<file path="config.mk">
export PLATFORM = sky130hd
export DESIGN_NAME = dcf_channel
export DESIGN_NICKNAME = d
export VERILOG_FILES = /design/src/hw/dcf_pkg.sv /design/src/hw/dcf_channel.sv /design/src/hw/dcf_fifo.sv
export SDC_FILE = /design/constraint.sdc
export NUM_CORES = 2
export LEC_CHECK = 0
export BUFFER_PORTS_ARGS = -buffer_cell sky130_fd_sc_hd__buf_2
export CAP_MARGIN = 20
export CORE_ASPECT_RATIO = 0.9
export CORE_UTILIZATION = 40
export DETAILED_ROUTE_END_ITERATION = 12
export MAX_ROUTING_LAYER = met4
export SLEW_MARGIN = 20
export SYNTH_ARGS = -nofsm -noshare
export SYNTH_HDL_FRONTEND = slang
export SYNTH_MEMORY_MAX_BITS = 65536
export SYNTH_SLANG_ARGS = --single-unit
</file>
<file path="constraint.sdc">
create_clock -name clk -period 3.8 [get_ports clk]
set_input_delay 0.38 -clock clk [delete_from_list [all_inputs] [get_ports clk]]
set_output_delay 0.38 -clock clk [all_outputs]
set_load 0.01 [all_outputs]
</file>
<file path="src/hw/dcf_pkg.sv">
// Operation
// - Clear sends write and read pointers home
// - Clear sets partial flags, mode-dependent full and empty
// - Clear zeroes output register, loads default thresholds
// - Enabled write edge stores din unless full
// - Normal mode full flag blocks writes, wr-edge updated
// - Show-ahead space flag blocks writes, wr-edge updated
// - Enabled read edge loads output register, else holds
// - Output drive pin gates dout buffers
// - Normal mode reads on request, empty blocks reads
// - Show-ahead first word appears on third edge
// - Show-ahead later words need request, valid drops
// - Two 12-bit thresholds, written from din, readable
// - Threshold writes rotate empty, full, empty
// - Threshold write selector survives leaving load
// - Load without write enable does nothing
// - Threshold readback uses own selector, normal only
// - Normal mode full after exactly DEPTH writes
// - Show-ahead full after DEPTH plus one writes
// - Show-ahead flag pipeline, partial flag timing choice
// - Threshold defaults 31, 63 or 127 by depth
`default_nettype none
package dcf_pkg;
  localparam int DATA_W = 18;
  localparam int THR_W = 12;
  localparam int DEPTH_MIN = 256;
  localparam int DEPTH_MID = 512;
  localparam int DEPTH_MAX = 4096;
  localparam int DEPTH_DEF = 256;
  localparam int STG_DEPTH = 4;
  localparam logic [1:0] SA_AGE_LOAD = 2'h2;
  localparam logic [DATA_W-1:0] DOUT_RST = 18'h00000;
  localparam logic [THR_W-1:0] THR_SMALL = 12'h01F;
  localparam logic [THR_W-1:0] THR_MID = 12'h03F;
  localparam logic [THR_W-1:0] THR_BIG = 12'h07F;

  typedef enum logic {dcf_thr_empty, dcf_thr_full} dcf_thr_sel_t;

  function automatic logic [THR_W-1:0] thr_default(input int depth);
    if (depth <= DEPTH_MIN) begin
      return THR_SMALL;
    end else if (depth <= DEPTH_MID) begin
      return THR_MID;
    end
    return THR_BIG;
  endfunction

  function automatic dcf_thr_sel_t thr_next(input dcf_thr_sel_t s);
    return (s == dcf_thr_empty) ? dcf_thr_full : dcf_thr_empty;
  endfunction
endpackage
`default_nettype wire

</file>
<file path="src/hw/dcf_channel.sv">
`timescale 1ns/10ps
`default_nettype none
module dcf_channel #(
  parameter int DEPTH = dcf_pkg::DEPTH_DEF
) (
  input wire logic clk,
  input wire logic arst_n,
  input wire logic clear_n,
  input wire logic wr_clock,
  input wire logic wr_en_n,
  input wire logic load_n,
  input wire logic [dcf_pkg::DATA_W-1:0] din,
  input wire logic rd_clock,
  input wire logic rd_en_n,
  input wire logic q_drive_n,
  input wire logic first_dev_n,
  input wire logic rd_chain_in_n,
  input wire logic wr_chain_in_n,
  output logic [dcf_pkg::DATA_W-1:0] dout_o,
  output logic dout_oe_n,
  output logic full_n,
  output logic empty_n,
  output logic half_n,
  output logic near_full_n,
  output logic near_empty_n
);
  localparam int AW = $clog2(DEPTH);
  localparam int CW = AW + 2;
  localparam int SW = dcf_pkg::DATA_W + 10;
  localparam logic [dcf_pkg::THR_W-1:0] THR_DEF = dcf_pkg::thr_default(DEPTH);

  // ----------------------------------------------------------------
  // Parameter check
  // ----------------------------------------------------------------
  if (DEPTH < dcf_pkg::DEPTH_MIN || DEPTH > dcf_pkg::DEPTH_MAX ||
      (DEPTH & (DEPTH - 1)) != 0) begin : g_bad_depth
    $error("dcf_channel: DEPTH must be a power of two from 256 to 4096");
  end

  // ----------------------------------------------------------------
  // Pin synchronisers and edge detection
  // ----------------------------------------------------------------
  logic [SW-1:0] sync1_q;
  logic [SW-1:0] sync2_q;
  logic wclk_d_q;
  logic rclk_d_q;
  logic clear_s;
  logic wclk_s;
  logic wen_s;
  logic ld_s;
  logic [dcf_pkg::DATA_W-1:0] din_s;
  logic rclk_s;
  logic ren_s;
  logic oe_s;
  logic fl_s;
  logic rxi_s;
  logic wxi_s;
  logic clr;
  logic wr_edge;
  logic rd_edge;

  // Zero reset keeps the channel in clear until pins settle
  always_ff @(posedge clk or negedge arst_n) begin
    if (!arst_n) begin
      sync1_q <= '0;
      sync2_q <= '0;
    end else begin
      sync1_q <= {clear_n, wr_clock, wr_en_n, load_n, din, rd_clock, rd_en_n,
                  q_drive_n, first_dev_n, rd_chain_in_n, wr_chain_in_n};
      sync2_q <= sync1_q;
    end
  end

  assign {clear_s, wclk_s, wen_s, ld_s, din_s, rclk_s, ren_s, oe_s, fl_s, rxi_s,
          wxi_s} = sync2_q;

  always_ff @(posedge clk or negedge arst_n) begin
    if (!arst_n) begin
      wclk_d_q <= 1'b0;
      rclk_d_q <= 1'b0;
    end else begin
      wclk_d_q <= wclk_s;
      rclk_d_q <= rclk_s;
    end
  end

  // Pin clocks must run well below clk; each rise is one enable pulse
  assign clr = !clear_s;
  assign wr_edge = wclk_s & !wclk_d_q;
  assign rd_edge = rclk_s & !rclk_d_q;

  // ----------------------------------------------------------------
  // Mode capture at clear
  // ----------------------------------------------------------------
  logic mode_sa_q;
  logic fl_q;
  logic strap_sa;

  // Flags clear from the strap itself, so they agree with the new mode at once
  assign strap_sa = !rxi_s & wxi_s;

  always_ff @(posedge clk or negedge arst_n) begin
    if (!arst_n) begin
      mode_sa_q <= 1'b0;
      fl_q <= 1'b0;
    end else if (clr) begin
      mode_sa_q <= strap_sa;
      fl_q <= fl_s;
    end
  end

  // ----------------------------------------------------------------
  // Queue control
  // ----------------------------------------------------------------
  logic [CW-1:0] occ_q;
  logic [CW-1:0] occ_d;
  logic [AW:0] ram_cnt_q;
  logic [AW:0] ram_cnt_d;
  logic [AW-1:0] wptr_q;
  logic [AW-1:0] rptr_q;
  logic ov_q;
  logic ov_d;
  logic [1:0] age_q;
  logic full_pin_q;
  logic empty_pin_q;
  logic wr_blocked;
  logic wr_acc;
  logic stg_ready;
  logic stg_valid;
  logic [dcf_pkg::DATA_W-1:0] stg_data;
  logic ram_push;
  logic ram_has;
  logic rd_norm;
  logic sa_load;
  logic sa_drain;
  logic pop;
  logic [15:0] cap;
  logic [15:0] lvl_d;

  // Pin level means full: low in normal, high in show-ahead
  assign wr_blocked = mode_sa_q ? full_pin_q : !full_pin_q;
  assign wr_acc = wr_edge & !wen_s & ld_s & !wr_blocked & stg_ready & !clr;
  assign ram_push = stg_valid & (ram_cnt_q != (AW+1)'(DEPTH)) & !clr;
  assign ram_has = (ram_cnt_q != '0);
  assign rd_norm = rd_edge & !ren_s & ld_s & !mode_sa_q & empty_pin_q & ram_has;
  assign sa_load = rd_edge & ld_s & mode_sa_q & ram_has &
                   ((!ov_q & (age_q == dcf_pkg::SA_AGE_LOAD)) | (ov_q & !ren_s));
  assign sa_drain = rd_edge & ld_s & mode_sa_q & !ren_s & ov_q & !ram_has;
  assign pop = rd_norm | sa_load;
  assign occ_d = occ_q + CW'(wr_acc) - CW'(pop);
  assign ram_cnt_d = ram_cnt_q + (AW+1)'(ram_push) - (AW+1)'(pop);
  assign ov_d = sa_load | (ov_q & !sa_drain);
  // Output register adds one word of room in show-ahead
  assign cap = 16'(DEPTH) + 16'(mode_sa_q);
  assign lvl_d = 16'(occ_d) + 16'(ov_d);

  // Small staging buffer absorbs a write while the array is busy
  dcf_fifo #(
    .WIDTH(dcf_pkg::DATA_W),
    .DEPTH(dcf_pkg::STG_DEPTH)
  ) u_stage (
    .clk(clk),
    .arst_n(arst_n),
    .flush(clr),
    .in_valid(wr_acc),
    .in_data(din_s),
    .in_ready(stg_ready),
    .out_valid(stg_valid),
    .out_data(stg_data),
    .out_ready(ram_cnt_q != (AW+1)'(DEPTH))
  );

  always_ff @(posedge clk or negedge arst_n) begin
    if (!arst_n) begin
      occ_q <= '0;
      ram_cnt_q <= '0;
      wptr_q <= '0;
      rptr_q <= '0;
    end else if (clr) begin
      occ_q <= '0;
      ram_cnt_q <= '0;
      wptr_q <= '0;
      rptr_q <= '0;
    end else begin
      occ_q <= occ_d;
      ram_cnt_q <= ram_cnt_d;
      if (ram_push) begin
        wptr_q <= wptr_q + 1'b1;
      end
      if (pop) begin
        rptr_q <= rptr_q + 1'b1;
      end
    end
  end

  // Full flag moves only on write-side edges
  always_ff @(posedge clk or negedge arst_n) begin
    if (!arst_n) begin
      full_pin_q <= 1'b0;
    end else if (clr) begin
      full_pin_q <= !strap_sa;
    end else if (wr_edge) begin
      full_pin_q <= mode_sa_q ? (lvl_d >= cap) : (lvl_d < cap);
    end
  end

  // Empty or output-valid flag moves only on read-side edges
  always_ff @(posedge clk or negedge arst_n) begin
    if (!arst_n) begin
      empty_pin_q <= 1'b0;
    end else if (clr) begin
      empty_pin_q <= strap_sa;
    end else if (rd_edge) begin
      empty_pin_q <= mode_sa_q ? !ov_d : (ram_cnt_d != '0);
    end
  end

  // Show-ahead first word waits for the third read edge
  always_ff @(posedge clk or negedge arst_n) begin
    if (!arst_n) begin
      ov_q <= 1'b0;
      age_q <= 2'h0;
    end else if (clr) begin
      ov_q <= 1'b0;
      age_q <= 2'h0;
    end else begin
      ov_q <= ov_d;
      if (sa_load) begin
        age_q <= 2'h0;
      end else if (rd_edge & mode_sa_q & !ov_q & ram_has &
                   (age_q != dcf_pkg::SA_AGE_LOAD)) begin
        age_q <= age_q + 2'h1;
      end
    end
  end

  // ----------------------------------------------------------------
  // Storage array
  // ----------------------------------------------------------------
  logic [dcf_pkg::DATA_W-1:0] mem_q [DEPTH];

  always_ff @(posedge clk) begin
    if (ram_push) begin
      mem_q[wptr_q] <= stg_data;
    end
  end

  // ----------------------------------------------------------------
  // Threshold registers
  // ----------------------------------------------------------------
  logic [dcf_pkg::THR_W-1:0] empty_threshold_q;
  logic [dcf_pkg::THR_W-1:0] full_threshold_q;
  dcf_pkg::dcf_thr_sel_t thr_wsel_q;
  dcf_pkg::dcf_thr_sel_t thr_rsel_q;
  logic thr_wr;
  logic thr_rd;

  assign thr_wr = wr_edge & !ld_s & !wen_s & !clr;
  // Readback refused in show-ahead mode
  assign thr_rd = rd_edge & !ld_s & !ren_s & !mode_sa_q & !clr;

  always_ff @(posedge clk or negedge arst_n) begin
    if (!arst_n) begin
      empty_threshold_q <= THR_DEF;
      full_threshold_q <= THR_DEF;
      thr_wsel_q <= dcf_pkg::dcf_thr_empty;
    end else if (clr) begin
      empty_threshold_q <= THR_DEF;
      full_threshold_q <= THR_DEF;
      thr_wsel_q <= dcf_pkg::dcf_thr_empty;
    end else if (thr_wr) begin
      case (thr_wsel_q)
        dcf_pkg::dcf_thr_empty: empty_threshold_q <= din_s[dcf_pkg::THR_W-1:0];
        dcf_pkg::dcf_thr_full: full_threshold_q <= din_s[dcf_pkg::THR_W-1:0];
        default: empty_threshold_q <= empty_threshold_q;
      endcase
      // Selector is kept when load rises again
      thr_wsel_q <= dcf_pkg::thr_next(thr_wsel_q);
    end
  end

  always_ff @(posedge clk or negedge arst_n) begin
    if (!arst_n) begin
      thr_rsel_q <= dcf_pkg::dcf_thr_empty;
    end else if (clr) begin
      thr_rsel_q <= dcf_pkg::dcf_thr_empty;
    end else if (thr_rd) begin
      thr_rsel_q <= dcf_pkg::thr_next(thr_rsel_q);
    end
  end

  // ----------------------------------------------------------------
  // Output register and drive
  // ----------------------------------------------------------------
  logic [dcf_pkg::DATA_W-1:0] dout_q;
  logic oe_n_q;

  always_ff @(posedge clk or negedge arst_n) begin
    if (!arst_n) begin
      dout_q <= dcf_pkg::DOUT_RST;
    end else if (clr) begin
      dout_q <= dcf_pkg::DOUT_RST;
    end else if (pop) begin
      dout_q <= mem_q[rptr_q];
    end else if (thr_rd) begin
      dout_q <= (thr_rsel_q == dcf_pkg::dcf_thr_full) ?
                dcf_pkg::DATA_W'(full_threshold_q) :
                dcf_pkg::DATA_W'(empty_threshold_q);
    end
  end

  always_ff @(posedge clk or negedge arst_n) begin
    if (!arst_n) begin
      oe_n_q <= 1'b0;
    end else begin
      oe_n_q <= oe_s;
    end
  end

  assign dout_o = dout_q;
  assign dout_oe_n = oe_n_q;
  assign full_n = full_pin_q;
  assign empty_n = empty_pin_q;

  // ----------------------------------------------------------------
  // Partial flags
  // ----------------------------------------------------------------
  logic half_q;
  logic near_full_q;
  logic near_empty_q;
  logic [15:0] lvl_now;

  // Simplified: partial flags follow the occupancy, with no skew model
  assign lvl_now = 16'(occ_q) + 16'(ov_q);

  always_ff @(posedge clk or negedge arst_n) begin
    if (!arst_n) begin
      half_q <= 1'b1;
      near_full_q <= 1'b1;
      near_empty_q <= 1'b0;
    end else if (clr) begin
      half_q <= 1'b1;
      near_full_q <= 1'b1;
      near_empty_q <= 1'b0;
    end else begin
      half_q <= !(lvl_now > 16'(DEPTH / 2) + 16'(mode_sa_q));
      // Tied-high first-load pin makes the near-full and near-empty flags edge-timed
      if (!fl_q | wr_edge) begin
        near_full_q <= !(lvl_now + 16'(full_threshold_q) >= cap);
      end
      if (!fl_q | rd_edge) begin
        near_empty_q <= !(lvl_now <= 16'(empty_threshold_q) + 16'(mode_sa_q));
      end
    end
  end

  assign half_n = half_q;
  assign near_full_n = near_full_q;
  assign near_empty_n = near_empty_q;
endmodule // dcf_channel
`default_nettype wire

</file>
<file path="src/hw/dcf_fifo.sv">
`timescale 1ns/10ps
`default_nettype none
module dcf_fifo #(
  parameter int WIDTH = 18,
  parameter int DEPTH = 4
) (
  input wire logic clk,
  input wire logic arst_n,
  input wire logic flush,
  input wire logic in_valid,
  input wire logic [WIDTH-1:0] in_data,
  output logic in_ready,
  output logic out_valid,
  output logic [WIDTH-1:0] out_data,
  input wire logic out_ready
);
  localparam int AW = $clog2(DEPTH);

  if (DEPTH < 2 || (DEPTH & (DEPTH - 1)) != 0) begin : g_bad_depth
    $error("dcf_fifo: DEPTH must be a power of two, at least 2");
  end

  logic [WIDTH-1:0] mem_q [DEPTH];
  logic [AW-1:0] wp_q;
  logic [AW-1:0] rp_q;
  logic [AW:0] cnt_q;
  logic push;
  logic pop;

  assign in_ready = (cnt_q != (AW+1)'(DEPTH));
  assign out_valid = (cnt_q != '0);
  assign out_data = mem_q[rp_q];
  assign push = in_valid & in_ready;
  assign pop = out_valid & out_ready;

  // Data array carries no reset
  always_ff @(posedge clk) begin
    if (push) begin
      mem_q[wp_q] <= in_data;
    end
  end

  always_ff @(posedge clk or negedge arst_n) begin
    if (!arst_n) begin
      wp_q <= '0;
      rp_q <= '0;
      cnt_q <= '0;
    end else if (flush) begin
      wp_q <= '0;
      rp_q <= '0;
      cnt_q <= '0;
    end else begin
      if (push) begin
        wp_q <= wp_q + 1'b1;
      end
      if (pop) begin
        rp_q <= rp_q + 1'b1;
      end
      cnt_q <= cnt_q + (AW+1)'(push) - (AW+1)'(pop);
    end
  end
endmodule // dcf_fifo
`default_nettype wire

</file>
Yosys cells after proc, flatten, opt, wreduce, memory -nomap -nowiden
Memories as Yosys holds them, arrays and structs flattened.
Index checks and enable logic that the tools add are counted.
{"block": "totals", "register_bits": 155, "latch_bits": 0, "ram_bits": 4680, "rom_bits": 0, "input_bits": 30, "output_inout_bits": 24, "wordCells": 180, "memories": 2}
{"block": "classes", "n_addsub": 17, "multipliers": 0, "div": 0, "n_lt_le_gt_ge": 5, "eq_ne": 18, "shift": 0, "muxes": 47, "n_bitwise": 42, "reduce_logical": 23}
{"name": "mem_q", "words": 256, "word_bits": 18, "read_ports": 1, "rd_clocked_by_memory_dff": 0, "write_ports": 1, "line": "dcf_channel.sv:240", "source": "logic [dcf_pkg::DATA_W-1:0] mem_q [DEPTH];"}
{"name": "u_stage.mem_q", "words": 4, "word_bits": 18, "read_ports": 1, "rd_clocked_by_memory_dff": 0, "write_ports": 1, "line": "dcf_fifo.sv:23", "source": "logic [WIDTH-1:0] mem_q [DEPTH];"}
{"cell": "2-to-1 mux 12 bit", "count": 7}
{"cell": "2-to-1 mux 18 bit", "count": 3}
{"cell": "bitwise AND 1 bit", "count": 37}
{"cell": "2-to-1 mux 8 bit", "count": 4}
{"cell": "2-to-1 mux 1 bit", "count": 23}
{"cell": "adder 10 x 1 -> 11 bit", "count": 2}
{"cell": "!= test 2 x 1 -> 1 bit (second input constant)", "count": 11}
{"cell": "zero test 1 bit", "count": 18}
{"cell": "nonzero test 9 bit", "count": 2}
{"cell": "adder 8 x 1 -> 8 bit (second input constant)", "count": 2}
{"cell": "2-to-1 mux 2 bit", "count": 7}
{"cell": "adder 11 x 12 -> 13 bit", "count": 1}
{"cell": "adder 12 x 1 -> 13 bit", "count": 1}
{"cell": ">= comparator 13 x 10 -> 1 bit", "count": 1}
{"cell": "<= comparator 11 x 13 -> 1 bit", "count": 1}
{"cell": ">= comparator 11 x 10 -> 1 bit", "count": 1}
{"cell": "greater-than comparator 11 x 9 -> 1 bit", "count": 1}
{"cell": "less-than comparator 11 x 10 -> 1 bit", "count": 1}
{"cell": "adder 10 x 1 -> 10 bit", "count": 1}
{"cell": "adder 9 x 1 -> 10 bit (first input constant)", "count": 1}
{"cell": "2-to-1 mux 10 bit", "count": 1}
{"cell": "subtractor 10 x 1 -> 10 bit", "count": 1}
{"cell": "adder 8 x 1 -> 9 bit (first input constant)", "count": 1}
{"cell": "adder 9 x 1 -> 9 bit", "count": 1}
{"cell": "14 further kinds", "count": 23}

Depth between registers and ports, before layout
{"block": "logic_depth", "ltp_word": 15, "ltp_mapped": 18, "mapped_depth_nobuf": 18}

Modules after synthesis
Synthesis repeated with hierarchy kept, for this count alone.
{"block": "hier_totals", "hier_cells": 8184, "area_unflattened_um2": 186257.4}
{"mod": "dcf_channel", "instances": 1, "cells_per_inst": 8045, "area_per_inst_um2": 183185.7, "seq_area_each_um2": 142091.3}
{"mod": "dcf_fifo", "instances": 1, "cells_per_inst": 139, "area_per_inst_um2": 3071.7, "seq_area_each_um2": 2337.2}

Worst setup path before layout
No wires, ideal clock.
{"block": "synth_timing", "path_kind": "flip-flop to flip-flop", "startpoint": "register mode_sa_q", "endpoint": "register full_pin_q, in the netlist full_n", "setup_ns": 0.128, "arrival_time_ns": 3.898, "required_ns": 3.672, "setup_slack_ns": -0.225, "path_stages_with_launch": 17, "n_path_buf": 1, "period_less_slack_ns": 4.025, "path_cell_list": "dfrtp_1 > buf_1 > xnor2_1 > a311oi_1 > inv_1 > ha_1 > inv_1 > ha_1 > fa_1 > a211oi_1 > o21ai_0 > xor2_1 > nor4_1 > nand4b_1 > o211ai_1 > nor2b_1 > a21oi_1"}
{"block": "synth_between", "elab_chain_cells": 12, "word_cells_on_any_way": 28, "cone_classes": "add/sub: 4; order compare: 2; mux: 4; bitwise: 15; reduce/logical: 3"}
{"element": "from (decl)", "line": "dcf_channel.sv:95", "source": "logic mode_sa_q;"}
{"element": "from (signal assigned)", "line": "dcf_channel.sv:107", "source": "mode_sa_q <= strap_sa;"}
{"element": "2-to-1 mux 1 bit / bitwise AND 1 bit (equally long branches)", "line": "dcf_channel.sv:141, dcf_channel.sv:146, dcf_channel.sv:148"}
{"element": "zero test 1 bit / bitwise AND 1 bit (equally long branches)", "line": "dcf_channel.sv:142, dcf_channel.sv:148"}
{"element": "bitwise AND 1 bit (on tied branches) (2 in series)", "line": "dcf_channel.sv:142, dcf_channel.sv:148"}
{"element": "bitwise AND 1 bit / zero test 1 bit (equally long branches)", "line": "dcf_channel.sv:142, dcf_channel.sv:152"}
{"element": "adder 10 x 1 -> 10 bit / bitwise AND 1 bit (equally long branches)", "line": "dcf_channel.sv:150, dcf_channel.sv:152"}
{"element": "subtractor 10 x 1 -> 10 bit / bitwise OR 1 bit (equally long branches)", "line": "dcf_channel.sv:150, dcf_channel.sv:152"}
{"element": "adder 10 x 1 -> 11 bit", "line": "dcf_channel.sv:155", "source": "assign lvl_d = 16'(occ_d) + 16'(ov_d);"}
{"element": "less-than comparator 11 x 10 -> 1 bit / >= comparator 11 x 10 -> 1 bit (equally long branches)", "line": "dcf_channel.sv:203", "source": "full_pin_q <= mode_sa_q ? (lvl_d >= cap) : (lvl_d < cap);"}
{"element": "2-to-1 mux 1 bit *", "line": "dcf_channel.sv:203"}
{"element": "2-to-1 mux 1 bit *", "line": "dcf_channel.sv:202", "source": "end else if (wr_edge) begin"}
{"element": "2-to-1 mux 1 bit *", "line": "dcf_channel.sv:200", "source": "end else if (clr) begin"}
{"element": "to (signal assigned)", "line": "dcf_channel.sv:201", "source": "full_pin_q <= !strap_sa;"}
{"element": "to (signal assigned)", "line": "dcf_channel.sv:203"}
{"element": "to (decl)", "line": "dcf_channel.sv:124", "source": "logic full_pin_q;"}
Mark *: on every way between the ends. The rest lies on a longest branch, timed or not. The select of a mux whose other input is x is not followed.
A chain may end at the register's enable or synchronous reset.

Worst setup path in the final report
{"block": "layout_timing", "startpoint": "register ram_cnt_q[6]", "endpoint": "register full_pin_q, in the netlist full_n"}
{"block": "layout_between", "elab_chain_cells": 11, "word_cells_on_any_way": 17, "cone_classes": "add/sub: 2; order compare: 2; mux: 3; bitwise: 7; reduce/logical: 3"}
{"element": "from (decl)", "line": "dcf_channel.sv:117", "source": "logic [AW:0] ram_cnt_q;"}
{"element": "from (signal assigned)", "line": "dcf_channel.sv:186", "source": "ram_cnt_q <= ram_cnt_d;"}
{"element": "nonzero test 9 bit *", "line": "dcf_channel.sv:144", "source": "assign ram_has = (ram_cnt_q != '0);"}
{"element": "branches (longest 5 deep; another with subtractor 10 x 1 -> 10 bit)"}
{"element": "adder 10 x 1 -> 11 bit *", "line": "dcf_channel.sv:155"}
{"element": "less-than comparator 11 x 10 -> 1 bit / >= comparator 11 x 10 -> 1 bit (equally long branches)", "line": "dcf_channel.sv:203"}
{"element": "2-to-1 mux 1 bit *", "line": "dcf_channel.sv:203"}
{"element": "2-to-1 mux 1 bit *", "line": "dcf_channel.sv:202"}
{"element": "2-to-1 mux 1 bit *", "line": "dcf_channel.sv:200"}
Mark *: on every way between the ends. The select of a mux whose other input is x is not followed.

==> flow_summary.yaml <==
global_route:
  grt_pass1_vias: 90400
  grt_max_degree: 177
  grt_antenna_before_repair: 20
  met2_usage_pct: 31.4
  busiest_layer: "met2"
  track_usage_pct: 21.0
  grt_use_met1_pct: 30.1
  grt.overflow.total: 0
  grt.met3_usage_pct: 3.74
  grt_pass1_wl_um: 687000
timing:
  hold_viol: 0
  finalCriticalPeriod_ns: 3.71
  slew_violations: 0
  rsz0062_at_grt: "yes"
  fin_skew_ns: 0.0701
  period_share_pct: 97.5
  setup_viol: 0
  worstMarginPinSlew_ns: 1.08
  fmax_mhz: 270
  maxSlewHeadroom_pct: 27.5
drt:
  drt_iter0_markers: 11600
  postRouteAntennaNets: 0
  wl_per_cell_um: 31.3
  vias_per_cell: 5.81
  drc: 0
  dr_total_vias: 89700
  routed_wirelength_um: 484000
  firstDrtPassIters: 5
setup_path:
  path_delay_family: "adder cells"
  crit_buf_inv: 4
  critical-path-slowest-cell: "dfrtp_1"
  cp_max_fo: 5
  cp.arrival_ns: 4.58
  critPathRequiredTime_ns: 4.67
  cpPeakStageDelay_ns: 0.39
  critPathKind: "flop to flop"
  cp_cell_sequence: "inv_2, ha_4, nand4b_1, nor3_2, a21oi_2, ha_1, inv_1, ha_2, fa_2, a211oi_2, buf_4, o211a_1, o211ai_1, buf_4, mux2_4, o211ai_1, nor2b_1, a21oi_1"
  end_kind: "flop"
  start_kind: "flop"
final_layout:
  area_growth_pct: 15.6
  fin_nets: 8956
  final_cell_mix: "edfxtp_1, mux4_2, buf_4, clkbuf_16, nor2_2"
  drive_gt1_share_pct: 33.1
  final_cell_area_mm2: 0.215
  fillers: 37700
  layout_commonest_cell: "edfxtp_1"
floorplanning:
  io_pins: 54
  fp.dieH_um: 649
  dieArea_mm2: 0.468
  core_mm2: 0.463
  rows: 237
  initial_utilization_pct: 40.2
  fp.dieW_um: 721
pwr:
  power_density_mw_per_mm2: 569
  power_leakage_nw: 65.8
  vdd_drop_max_v: 0.000434
  p_total_mw: 123
logic_synthesis:
  synth_top_flop_cell: "edfxtp_1"
  syn_avg_cell_area_um2: 23.3
  ys_types: 63
  seq_area_frac_synth_pct: 77.6
  synth_edf_count: 4680
  netlist_area_mm2: 0.186
  syn_inst: 8008
  ys_async_sr_fraction_pct: 3.21
  synth_warnings: 0
  synth_seq_cells: 4835
  synth_nets: 8115
flow_run:
  max_cap_viol_count: 0
cts:
  numCtsBuffers: 455
  cts_tree: "done"
  clkTransAtPathRegs_ns: 0.06
  root_buffer: "clkbuf_16"
  h-tree-depth: 5
  clock_sinks: 4835
  clockBufferDepth: 4
  clkLatencyLatePin_ns: 1.03
placement:
  place_area_mm2: 0.200
  portBuffers: 53
  finalWeightedCongestion: 0.854
  hpwl_um: 288000
outcome:
  status: "finished clean"
hold_path:
  hold_path.class: "primary input to flop"
==> registers in the layout (all words and copies together) (netlist names), 2 cells and up <==
register           count
mem_q               4608
u_stage.mem_q         72
sync1_q               28
sync2_q               28
dout_o                18
empty_threshold_q     12
full_threshold_q      12
occ_q                 10
ram_cnt_q              9
rptr_q                 8
wptr_q                 8
u_stage.cnt_q          3
age_q                  2
u_stage.rp_q           2
u_stage.wp_q           2
==> logic make-up after synthesis <==
kind of cell | count (synthesis) | share of synthesized area (%)
AOI/OAI and AO/OA | 453 | 1.79
DFF | 4835 | 77.6
adders and majority gates | 77 | 0.534
buffers and inverters | 487 | 1.25
xor gates and xnor gates | 55 | 0.259
muxes | 1456 | 17.1
and+or+nand+nor | 645 | 1.54
==> synthesized netlist by cell type (35+ instances only) <==
cell type / instances / area (um2)
buf_1: 58 / 218
clkbuf_1: 209 / 785
a22oi_1: 121 / 908
o22ai_1: 37 / 231
dfrtp_1: 143 / 3580
a21oi_1: 67 / 335
buf_2: 117 / 586
nor3_1: 52 / 260
buf_6: 35 / 394
inv_1: 43 / 161
mux4_2: 1374 / 30900
a221oi_1: 38 / 333
nor2_1: 303 / 1140
mux2i_1: 80 / 801
edfxtp_1: 4680 / 141000
nand2_1: 136 / 510
and2_1: 42 / 263
ha_1: 73 / 913
a22o_1: 48 / 420
==> power by group <==
part	switching, mW	internal (mW)
registers	0.234	64.8
clock network	19.9	24.9
logic	9.74	2.96
total	29.9	92.7
==> routing by layer <==
layer	up-vias	part of all wire, %	wire (um)
met5	-	0	0
met4	0	2.6	12500
met3	667	9.0	43800
met2	4093	47	226000
met1	49100	42	202000
li1	35900	-	-
==> cell type report <==
class / count / area [um2] / share of cell area, %
sequential: 4835 / 144000 / 67.1
multi-input combinational: 2686 / 40200 / 18.7
clock buffer: 555 / 11900 / 5.52
timing repair buffer: 827 / 8140 / 3.78
tap: 6214 / 7770 / 3.61
clock inverter: 285 / 2630 / 1.22
inverter: 44 / 165 / 0.0767
antenna: 11 / 27.5 / 0.0128
==> repair_timing <==
| item | CTS | global route |
|---|---|---|
| pin swaps | 1 | 12 |
| resized for setup | 2 | 30 |
| setup buffers | 0 | 8 |
| hold buffers | 52 | 0 |
| endpoints found under the setup margin | 1 | 4 |
| hold endpoints to repair | 172 | 0 |
==> stage by stage <==
step,TNS (ns),instances,hold slack (ns),worst slack (ns),utilization [%]
floorplan,0,8008,0.0844,0.0240,-
global placement,-0.273,14500,0.341,-0.273,43.1
detailed placement,-0.0673,14500,0.335,-0.0673,43.1
CTS,0,15400,0.00432,0.0115,46.4
global route,-0.167,15400,0.0479,-0.143,46.5
finish,0,15500,0.0829,0.0942,46.5
==> final timing paths <==
path | depth (start not counted) | start | to | slack (ns)
setup / recovery | 18 | ram_cnt_q[6]$_DFF_PN0_ | full_n$_DFFE_PN0P_ | 0.09
hold / removal | 2 | din[1] | sync1_q[7]$_DFF_PN0_ | 0.08
setup reg to reg | 18 | ram_cnt_q[6]$_DFF_PN0_ | full_n$_DFFE_PN0P_ | 0.09
hold reg to reg | 0 | sync1_q[9]$_DFF_PN0_ | sync2_q[9]$_DFF_PN0_ | 0.34
max in group asynchronous | 4 | arst_n | rptr_q[7]$_DFFE_PN0P_ | 2.76
min in group asynchronous | 3 | arst_n | near_full_n$_DFFE_PN1P_ | 0.50
Power figures use the tool's default switching activity.
